--- config.mk ---
export PLATFORM = sky130hd
export DESIGN_NAME = jdp_port
export DESIGN_NICKNAME = d
export VERILOG_FILES = /design/src/core/jdp_port.v /design/src/core/jdp_sync.v
export VERILOG_INCLUDE_DIRS = /design/src /design/src/core
export SDC_FILE = /design/constraint.sdc
export NUM_CORES = 1
export LEC_CHECK = 0
export ABC_AREA = 1
export BUFFER_PORTS_ARGS = -buffer_cell sky130_fd_sc_hd__buf_2
export CAP_MARGIN = 15
export CELL_PAD_IN_SITES_DETAIL_PLACEMENT = 1
export CELL_PAD_IN_SITES_GLOBAL_PLACEMENT = 1
export CORE_MARGIN = 1
export CORE_UTILIZATION = 44
export DETAILED_ROUTE_END_ITERATION = 7
export PLACE_DENSITY_LB_ADDON = 0.1
export SLEW_MARGIN = 20
export SYNTH_ARGS = -nofsm -noshare
export SYNTH_HDL_FRONTEND = slang
export SYNTH_SLANG_ARGS = --single-unit
--- constraint.sdc ---
create_clock -name clk -period 2.6 [get_ports clk]
set_clock_uncertainty 0.1 [all_clocks]
set_input_delay 0.26 -clock clk [delete_from_list [all_inputs] [get_ports clk]]
set_output_delay 0.26 -clock clk [all_outputs]
set_load 0.01 [all_outputs]
--- src/core/jdp_defines.vh ---
// constants for the test and debug pin front end
`ifndef JDP_DEFINES_VH
`define JDP_DEFINES_VH
`define JDP_SEL_JTAG    4'h0
`define JDP_SEL_DEBUG   4'h1
`define JDP_IR_W        4
`define JDP_IR_BYPASS   4'hF
`define JDP_IR_EXTEST   4'h0
`define JDP_IR_SAMPLE   4'h1
`define JDP_IR_CAPTURE  4'h1
`define JDP_BSR_W       8
`define JDP_DBG_CMD_W   17
`define JDP_ST_W        4
`define JDP_ST_TLR      4'h0
`define JDP_ST_RTI      4'h1
`define JDP_ST_SEL_DR   4'h2
`define JDP_ST_CAP_DR   4'h3
`define JDP_ST_SH_DR    4'h4
`define JDP_ST_EX1_DR   4'h5
`define JDP_ST_PAU_DR   4'h6
`define JDP_ST_EX2_DR   4'h7
`define JDP_ST_UPD_DR   4'h8
`define JDP_ST_SEL_IR   4'h9
`define JDP_ST_CAP_IR   4'hA
`define JDP_ST_SH_IR    4'hB
`define JDP_ST_EX1_IR   4'hC
`define JDP_ST_PAU_IR   4'hD
`define JDP_ST_EX2_IR   4'hE
`define JDP_ST_UPD_IR   4'hF
`endif

--- src/core/jdp_port.v ---
// test access port and background debug serial front end on shared pins
// Overview of operation
// system keeps all test selects low normally
// lowest select high means debug, else JTAG
// float input tristates every output immediately
// clock/reset pin is debug clock or TRST
// test selects stable while reset input high
// TRST low resets TAP, loads BYPASS
// release TRST only while TMS high
// pull-ups make TRST, TMS, TDI read high
// TMS high reaches reset within five clocks
// debug clock at most one fifth bus clock
// mode pin is breakpoint or TMS
// sixteen-state TAP advances on TCK rise
// breakpoint in debug mode requests processor halt
// data pin is debug input or TDI
// TDI shifts into boundary, bypass or instruction
// debug commands arrive one bit at a time
// output pin is debug output or TDO
// unused JTAG: TMS, TDI high, TRST low
// TDO changes on TCK fall, floats otherwise
`timescale 1ns/100ps
`include "jdp_defines.vh"
module jdp_port #(
  parameter BSR_W = `JDP_BSR_W,
  parameter CMD_W = `JDP_DBG_CMD_W
) (
  // clock and reset
  input  wire             clk,
  input  wire             sys_rst,
  // mode pins and test clock
  input  wire [3:0]       test_select,
  input  wire             output_float_n,
  input  wire             reset_input,
  input  wire             tck,
  // shared pins, raw levels; undriven pins read high by pull-up
  input  wire             clk_trst_pin,
  input  wire             mode_brk_pin,
  input  wire             data_in_pin,
  output wire             data_out_pin_o,
  output wire             data_out_pin_oe,
  // boundary scan cells
  input  wire [BSR_W-1:0] bsr_capture,
  output reg  [BSR_W-1:0] bsr_update_ff,
  // debug module side
  output reg  [CMD_W-1:0] dbg_cmd_ff,
  output reg              dbg_cmd_valid_ff,
  input  wire [CMD_W-1:0] dbg_resp,
  output reg              breakpoint_req_ff,
  // status
  output wire             debug_mode,
  output reg  [3:0]       tap_state_ff,
  output reg  [3:0]       ir_ff
);
  // synchronised pins: clock/reset, mode, data, tck
  wire [3:0] s_lvl;
  wire [3:0] s_rise;
  wire [3:0] s_fall;
  jdp_sync #(.W(4)) u_sync (
    .clk     (clk),
    .sys_rst (sys_rst),
    .pin_in  ({tck, data_in_pin, mode_brk_pin, clk_trst_pin}),
    .rst_val (4'hF),
    .lvl     (s_lvl),
    .rise    (s_rise),
    .fall    (s_fall)
  );
  // mode select latched while reset input low (R05 relied on)
  reg [3:0] sel_ff;
  reg       tsel_s1_ff;
  reg       tsel_r2_ff;  // second stage of the reset input
  reg [3:0] tsel_s1v_ff;
  reg [3:0] tsel_s2_ff;
  always @(posedge clk) begin
    if (sys_rst) begin
      tsel_s1v_ff <= 4'h0;
      tsel_s2_ff  <= 4'h0;
      tsel_s1_ff  <= 1'b0;
      tsel_r2_ff  <= 1'b0;
      sel_ff      <= `JDP_SEL_JTAG;
    end else begin
      tsel_s1v_ff <= test_select;
      tsel_s2_ff  <= tsel_s1v_ff;
      tsel_s1_ff  <= reset_input;
      tsel_r2_ff  <= tsel_s1_ff;
      if (!tsel_r2_ff)
        sel_ff <= tsel_s2_ff;
    end
  end
  // unused test select bits read back only for decode
  wire sel_jtag  = (sel_ff == `JDP_SEL_JTAG);
  wire sel_debug = (sel_ff == `JDP_SEL_DEBUG);
  assign debug_mode = sel_ff[0];
  // pin function decode
  wire trst_n   = sel_jtag ? clk_trst_pin : 1'b1;   // asynchronous path
  wire dclk_r   = sel_debug & s_rise[0];
  wire dclk_f   = sel_debug & s_fall[0];
  wire tms      = s_lvl[1];
  wire brk_n    = sel_debug ? s_lvl[1] : 1'b1;
  wire din      = s_lvl[2];
  wire tck_r    = sel_jtag & s_rise[3];
  wire tck_f    = sel_jtag & s_fall[3];
  // asynchronous TRST: held low forces reset state
  wire tap_rst  = sys_rst | ~trst_n;
  // tap controller, next state
  reg [3:0] nxt_state;
  always @* begin
    case (tap_state_ff)
      `JDP_ST_TLR:    nxt_state = tms ? `JDP_ST_TLR    : `JDP_ST_RTI;
      `JDP_ST_RTI:    nxt_state = tms ? `JDP_ST_SEL_DR : `JDP_ST_RTI;
      `JDP_ST_SEL_DR: nxt_state = tms ? `JDP_ST_SEL_IR : `JDP_ST_CAP_DR;
      `JDP_ST_CAP_DR: nxt_state = tms ? `JDP_ST_EX1_DR : `JDP_ST_SH_DR;
      `JDP_ST_SH_DR:  nxt_state = tms ? `JDP_ST_EX1_DR : `JDP_ST_SH_DR;
      `JDP_ST_EX1_DR: nxt_state = tms ? `JDP_ST_UPD_DR : `JDP_ST_PAU_DR;
      `JDP_ST_PAU_DR: nxt_state = tms ? `JDP_ST_EX2_DR : `JDP_ST_PAU_DR;
      `JDP_ST_EX2_DR: nxt_state = tms ? `JDP_ST_UPD_DR : `JDP_ST_SH_DR;
      `JDP_ST_UPD_DR: nxt_state = tms ? `JDP_ST_SEL_DR : `JDP_ST_RTI;
      `JDP_ST_SEL_IR: nxt_state = tms ? `JDP_ST_TLR    : `JDP_ST_CAP_IR;
      `JDP_ST_CAP_IR: nxt_state = tms ? `JDP_ST_EX1_IR : `JDP_ST_SH_IR;
      `JDP_ST_SH_IR:  nxt_state = tms ? `JDP_ST_EX1_IR : `JDP_ST_SH_IR;
      `JDP_ST_EX1_IR: nxt_state = tms ? `JDP_ST_UPD_IR : `JDP_ST_PAU_IR;
      `JDP_ST_PAU_IR: nxt_state = tms ? `JDP_ST_EX2_IR : `JDP_ST_PAU_IR;
      `JDP_ST_EX2_IR: nxt_state = tms ? `JDP_ST_UPD_IR : `JDP_ST_SH_IR;
      `JDP_ST_UPD_IR: nxt_state = tms ? `JDP_ST_SEL_DR : `JDP_ST_RTI;
      default:        nxt_state = `JDP_ST_TLR;
    endcase
  end
  // shift registers and tap state
  reg [`JDP_IR_W-1:0] ir_sh_ff;   // instruction shift stage
  reg [BSR_W-1:0]     bsr_sh_ff;  // boundary scan chain
  reg                 byp_ff;     // bypass bit
  wire sel_bsr = (ir_ff == `JDP_IR_EXTEST) | (ir_ff == `JDP_IR_SAMPLE);
  always @(posedge clk or posedge tap_rst) begin
    if (tap_rst) begin
      tap_state_ff  <= `JDP_ST_TLR;
      ir_ff         <= `JDP_IR_BYPASS;
      ir_sh_ff      <= `JDP_IR_BYPASS;
      bsr_sh_ff     <= {BSR_W{1'b0}};
      bsr_update_ff <= {BSR_W{1'b0}};
      byp_ff        <= 1'b0;
    end else if (tck_r) begin
      tap_state_ff <= nxt_state;
      case (tap_state_ff)
        `JDP_ST_TLR: begin
          ir_ff <= `JDP_IR_BYPASS;
        end
        `JDP_ST_CAP_IR: begin
          ir_sh_ff <= `JDP_IR_CAPTURE;
        end
        `JDP_ST_SH_IR: begin
          ir_sh_ff <= {din, ir_sh_ff[`JDP_IR_W-1:1]};
        end
        `JDP_ST_UPD_IR: begin
          ir_ff <= ir_sh_ff;
        end
        `JDP_ST_CAP_DR: begin
          if (sel_bsr)
            bsr_sh_ff <= bsr_capture;
          else
            byp_ff <= 1'b0;
        end
        `JDP_ST_SH_DR: begin
          if (sel_bsr)
            bsr_sh_ff <= {din, bsr_sh_ff[BSR_W-1:1]};
          else
            byp_ff <= din;
        end
        `JDP_ST_UPD_DR: begin
          if (ir_ff == `JDP_IR_EXTEST)
            bsr_update_ff <= bsr_sh_ff;
        end
        default: begin
          byp_ff <= byp_ff;
        end
      endcase
    end
  end
  // serial output selection
  wire shift_ir = (tap_state_ff == `JDP_ST_SH_IR);
  wire shift_dr = (tap_state_ff == `JDP_ST_SH_DR);
  wire tdo_bit  = shift_ir ? ir_sh_ff[0] : (sel_bsr ? bsr_sh_ff[0] : byp_ff);
  // tdo driven from tck fall, floated outside shift
  reg tdo_ff;
  reg tdo_en_ff;
  always @(posedge clk) begin
    if (sys_rst) begin
      tdo_ff    <= 1'b0;
      tdo_en_ff <= 1'b0;
    end else if (tck_f) begin
      tdo_ff    <= tdo_bit;
      tdo_en_ff <= shift_ir | shift_dr;
    end else if (!sel_jtag) begin
      tdo_en_ff <= 1'b0;
    end
  end
  // debug serial: full duplex shift of CMD_W bits
  reg [CMD_W-1:0] dsi_sh_ff;  // incoming command bits
  reg [CMD_W-1:0] sout_sh_ff; // outgoing response bits
  reg [4:0]       dbit_ff;    // bits received
  reg             sout_ff;
  localparam [31:0] CMD_LAST = CMD_W - 1;  // index of the last command bit
  always @(posedge clk) begin
    if (sys_rst || !sel_debug) begin
      dsi_sh_ff        <= {CMD_W{1'b0}};
      sout_sh_ff       <= {CMD_W{1'b0}};
      dbit_ff          <= 5'h00;
      sout_ff          <= 1'b0;
      dbg_cmd_ff       <= {CMD_W{1'b0}};
      dbg_cmd_valid_ff <= 1'b0;
    end else begin
      dbg_cmd_valid_ff <= 1'b0;
      if (dclk_r) begin
        dsi_sh_ff <= {dsi_sh_ff[CMD_W-2:0], din};
        if (dbit_ff == CMD_LAST[4:0]) begin
          dbit_ff          <= 5'h00;
          dbg_cmd_ff       <= {dsi_sh_ff[CMD_W-2:0], din};
          dbg_cmd_valid_ff <= 1'b1;
          sout_sh_ff       <= dbg_resp;
        end else begin
          dbit_ff    <= dbit_ff + 5'h01;
          sout_sh_ff <= {sout_sh_ff[CMD_W-2:0], 1'b0};
        end
      end
      if (dclk_f)
        sout_ff <= sout_sh_ff[CMD_W-1];
    end
  end
  // hardware breakpoint request from low breakpoint_n in debug mode
  always @(posedge clk) begin
    if (sys_rst)
      breakpoint_req_ff <= 1'b0;
    else
      breakpoint_req_ff <= sel_debug & ~brk_n;
  end
  // output pin mux and asynchronous float
  wire out_val = sel_debug ? sout_ff : tdo_ff;
  wire out_en  = sel_debug | (sel_jtag & tdo_en_ff);
  assign data_out_pin_o  = out_val;
  assign data_out_pin_oe = out_en & output_float_n;
endmodule

--- src/core/jdp_sync.v ---
// two flip-flop synchroniser with edge detection, one per bit
`timescale 1ns/100ps
module jdp_sync #(
  parameter W = 5
) (
  // clock and reset
  input  wire         clk,
  input  wire         sys_rst,
  // raw pins and reset value
  input  wire [W-1:0] pin_in,
  input  wire [W-1:0] rst_val,
  // synchronised level and edges
  output wire [W-1:0] lvl,
  output wire [W-1:0] rise,
  output wire [W-1:0] fall
);
  genvar i;
  generate
    for (i = 0; i < W; i = i + 1) begin : g_bit
      reg s1_ff;  // first stage, read only by s2
      reg s2_ff;  // stable level
      reg s3_ff;  // previous level for edges
      // shift the pin through the stages
      always @(posedge clk) begin
        if (sys_rst) begin
          s1_ff <= rst_val[i];  // preset to the pin's idle level
          s2_ff <= rst_val[i];
          s3_ff <= rst_val[i];
        end else begin
          s1_ff <= pin_in[i];
          s2_ff <= s1_ff;
          s3_ff <= s2_ff;
        end
      end
      assign lvl[i]  = s2_ff;
      assign rise[i] = s2_ff & ~s3_ff;
      assign fall[i] = ~s2_ff & s3_ff;
    end
  endgenerate
endmodule

==> report_table.html <==
<table>
<tr><th>Metric</th><th>Value</th></tr>
<tr><th colspan="2">Global routing</th></tr>
<tr><td>First-pass GRT wire length</td><td>20600 um</td></tr>
<tr><td>Vias in the first global route</td><td>4471</td></tr>
<tr><td>Number of antenna violations at the first check in global routing</td><td>0</td></tr>
<tr><td>Met2 global-route usage</td><td>43.7%</td></tr>
<tr><td>Met3 track utilization from global routing</td><td>5.01%</td></tr>
<tr><td>Largest net degree at the start of global routing</td><td>41</td></tr>
<tr><td>Met1 track demand over resource in global routing</td><td>26.0%</td></tr>
<tr><td>GRT Residual Overflow</td><td>0</td></tr>
<tr><td>Global-route usage over all layers</td><td>23.5%</td></tr>
<tr><td>Grt peak-use layer</td><td>met2</td></tr>
<tr><th colspan="2">Setup path</th></tr>
<tr><td>Setup Crit Path Kind</td><td>flop to output port</td></tr>
<tr><td>Endpoint type of the worst setup path</td><td>output port</td></tr>
<tr><td>Startpoint type of the worst setup path</td><td>flop</td></tr>
<tr><td>FF-to-FF Start</td><td>sel_ff[3]</td></tr>
<tr><td>Largest fanout on the critical path</td><td>17</td></tr>
<tr><td>Worst reg-to-reg path cell count</td><td>7</td></tr>
<tr><td>R2r endpoint</td><td>dbit_ff[3]</td></tr>
<tr><td>Data arrival time of the critical path</td><td>1740 ps</td></tr>
<tr><td>Setup slack of the most critical reg-to-reg path</td><td>560 ps</td></tr>
<tr><td>Crit path required time</td><td>2240 ps</td></tr>
<tr><th colspan="2">Route</th></tr>
<tr><td>Count of unresolved DRC violations after routing</td><td>0</td></tr>
<tr><td>Count of antenna-violating nets left after detailed routing</td><td>0</td></tr>
<tr><td>Initial DRT Pass Iterations</td><td>4</td></tr>
<tr><td>Via/cell ratio</td><td>4.98</td></tr>
<tr><td>Number of design-rule violations left by the first detailed-router iteration</td><td>122</td></tr>
<tr><td>Total Routed Length</td><td>12300 um</td></tr>
<tr><td>Routed wirelength normalized by instance count</td><td>14.2 um</td></tr>
<tr><td>Total via count in the routed design</td><td>4315</td></tr>
<tr><th colspan="2">Timing</th></tr>
<tr><td>Worst max-slew margin expressed relative to the limit</td><td>69.4%</td></tr>
<tr><td>RSZ-0062 raised after global routing</td><td>false</td></tr>
<tr><td>Post-route clock period utilization</td><td>80.9%</td></tr>
<tr><td>Final critical-path required period</td><td>2100 ps</td></tr>
<tr><td>Transition time of the tightest slew-check pin</td><td>458 ps</td></tr>
<tr><td>Highest achievable clock rate</td><td>476 MHz</td></tr>
<tr><td>Setup slack after layout</td><td>498 ps</td></tr>
<tr><td>Final setup viols</td><td>0</td></tr>
<tr><td>Final slew viol count</td><td>0</td></tr>
<tr><td>Post-Route Setup TNS</td><td>0 ps</td></tr>
<tr><td>Hold Vio Cnt, Final</td><td>0</td></tr>
<tr><th colspan="2">Hold path</th></tr>
<tr><td>Worst Min Path Start</td><td>dbg_resp[1]</td></tr>
<tr><td>Worst Hold Endpoint</td><td>sout_sh_ff[1]</td></tr>
<tr><td>Type of the tightest min-delay check</td><td>input port to flop</td></tr>
<tr><td>Instance count along the most critical hold path</td><td>5</td></tr>
<tr><th colspan="2">Logic synthesis</th></tr>
<tr><td>Total of flip-flops plus latches after synthesis</td><td>113</td></tr>
<tr><td>Mapped Avg Cell Area</td><td>7.66 um2</td></tr>
<tr><td>Commonest cells in the netlist</td><td>nand2_1, dfxtp_1, inv_1</td></tr>
<tr><td>Post-synth top flop</td><td>dfxtp_1</td></tr>
<tr><td>Synth cell types</td><td>34</td></tr>
<tr><td>Post-Syn Nets</td><td>658</td></tr>
<tr><td>Share of flip-flops with an asynchronous set or reset after synthesis</td><td>25.7%</td></tr>
<tr><td>Top-count cell post-synth</td><td>nand2_1</td></tr>
<tr><td>Cell count after synthesis</td><td>619</td></tr>
<tr><td>Area of the mapped netlist</td><td>0.00474 mm2</td></tr>
<tr><td>Synth top area share</td><td>35.5%</td></tr>
<tr><td>Synthesis Warnings</td><td>0</td></tr>
<tr><td>Sequential element share of the synthesized area</td><td>51.0%</td></tr>
<tr><td>Number of enable-type register cells in the synthesized netlist</td><td>0</td></tr>
<tr><td>Library cell occupying the most area in the post-synthesis netlist</td><td>dfxtp_1</td></tr>
<tr><td>Main area contributors after synthesis</td><td>dfxtp_1, nand2_1, dfrtp_1</td></tr>
<tr><th colspan="2">Placed design</th></tr>
<tr><td>Input/output buffers</td><td>74</td></tr>
<tr><td>Detailed Place HPWL</td><td>7760 um</td></tr>
<tr><td>Place WS</td><td>563 ps</td></tr>
<tr><td>Final estimated routing congestion in global placement</td><td>0.847</td></tr>
<tr><th colspan="2">Floorplan</th></tr>
<tr><td>Count of standard-cell rows</td><td>37</td></tr>
<tr><td>Total I/O pin count</td><td>75</td></tr>
<tr><td>Total die area</td><td>0.0112 mm2</td></tr>
<tr><td>Die width</td><td>106 um</td></tr>
<tr><td>Initial standard-cell utilization of the core</td><td>45.7%</td></tr>
<tr><td>Area of the core region</td><td>0.0104 mm2</td></tr>
<tr><td>Overall die height</td><td>106 um</td></tr>
<tr><th colspan="2">Clock network</th></tr>
<tr><td>CTS sink count</td><td>113</td></tr>
<tr><td>Number of buffers inserted during clock tree synthesis</td><td>17</td></tr>
<tr><td>Clock latency on the worst-skew pair</td><td>510 ps</td></tr>
<tr><td>Clock edge transition at the registers on the reported setup and hold paths</td><td>60 ps</td></tr>
<tr><td>CTS tree</td><td>built</td></tr>
<tr><td>Deepest level of the CTS H-tree</td><td>4</td></tr>
<tr><td>Maximum number of buffers from clock root to sink</td><td>2</td></tr>
<tr><td>Clock Tree Root</td><td>clkbuf_8</td></tr>
<tr><th colspan="2">Power</th></tr>
<tr><td>Leakage power summed over all cells</td><td>2.88 nW</td></tr>
<tr><td>Power density of the placed cells</td><td>739 mW/mm2</td></tr>
<tr><td>Largest voltage drop on the vdd net</td><td>0.327 mV</td></tr>
<tr><th colspan="2">Finish</th></tr>
<tr><td>Syn-to-layout area delta</td><td>27.5%</td></tr>
<tr><td>Antenna cell count</td><td>0</td></tr>
<tr><td>Number of filler cells placed in the layout</td><td>1301</td></tr>
<tr><td>Post-layout net count</td><td>756</td></tr>
<tr><td>Fraction of layout instances using a drive strength above 1</td><td>21.0%</td></tr>
<tr><th colspan="2">Job</th></tr>
<tr><td># Max-Cap Violations</td><td>0</td></tr>
<tr><th colspan="2">Run status</th></tr>
<tr><td>Outcome</td><td>finished, final reports clean</td></tr>
</table>
layer usage:
metal	share of wire [%]	vias to the layer above
li1	-	2160
met1	42	2057
met2	53	72
met3	2.6	26
met4	1.9	0
met5	0	-
flip-flops by register name (all words and copies together) (netlist names), 5 cells and up:
register	count
dbg_cmd_ff	17
dbit_ff	5
bsr_update_ff	8
dsi_sh_ff	16
bsr_sh_ff	8
sout_sh_ff	17
through the flow:
stage / util (%) / power [mW] / instance area, um2 / hold WS, ps / std cells
2_1_floorplan: - / 1.99 / 4740 / 264 / 619
3_3_place_gp: 50.2 / 2.07 / 5200 / 291 / 812
3_5_place_dp: 50.2 / 2.08 / 5200 / 297 / 812
4_1_cts: 58.3 / 4.50 / 6040 / 4.65 / 866
5_1_grt: 58.3 / 4.61 / 6040 / 22.0 / 866
6_report: 58.3 / 4.46 / 6040 / 18.1 / 866
kinds of logic (layout without fill, tap and decap cells):
family | after synthesis | in the layout | share of synthesized area (%)
compound gates | 104 | 104 | 11.7
buf+inv | 82 | 193 | 7.10
flops | 113 | 113 | 51.0
fa+ha+maj | 2 | 2 | 0.528
simple gates | 318 | 318 | 29.7
cell usage in the layout, fill, tap and decap left out, types with 3 or more instances in the layout:
cell type	n
nand2_1	211
dfxtp_1	84
buf_2	74
inv_1	55
o21ai_0	48
nor2_1	46
a21oi_1	37
nand3_1	27
dlygate4sd3_1	22
dfrtp_1	21
clkbuf_16	17
a31oi_1	10
or2_2	8
dfstp_2	8
nor2_4	5
inv_2	5
clkinv_4	5
nor2_2	4
nand4_1	4
buf_4	4
nor3_1	3
o21ai_2	3
inv_6	3
bufinv_16	3
what timing repair did:
| item | in CTS | in global routing |
|---|---|---|
| hold buffers | 22 | 0 |
| hold endpoints to repair | 43 | 0 |
| gates resized for setup | 0 | 0 |
| setup buffers | 0 | 0 |
worst max-delay path by stage:
stage | startpoint | end | slack, ps | cells after the start
after CTS | sel_ff[3] | data_out_pin_o | 440 | 6
after global placement | sys_rst | dbit_ff[2] | 690 | 6
after detailed placement | sys_rst | dbit_ff[3] | 560 | 6
after floorplan | tap_state_ff[2] | bsr_sh_ff[6] | 1050 | 7
after global routing | sel_ff[3] | dbg_cmd_ff[2] | 360 | 7
final | sel_ff[3] | data_out_pin_o | 500 | 6
worst max-delay path: stages, from the launching register on:
cell and delay [ps]:
dfxtp_1 320, nor2_2 140, nand3_2 120, inv_2 290
nand2_1 80, o21ai_0 110, buf_2 180
area by class of cell:
class                      count  area [um2]  share of cell area (%)
sequential                   113        2420                    40.0
clock inverter                13         175                    2.90
tap                          136         170                    2.82
multi-input combinational    424        1990                    32.9
timing repair buffer         100         621                    10.3
clock buffer                  19         443                    7.33
inverter                      61         231                    3.83
power by group:
group / leakage (nW) / internal [mW] / switching (mW)
clock network: 0.295 / 1.53 / 0.859
logic: 1.56 / 0.0994 / 0.150
registers: 1.02 / 1.79 / 0.0365
total: 2.88 / 3.42 / 1.04
Note: power is estimated with default switching activity, not from simulation.
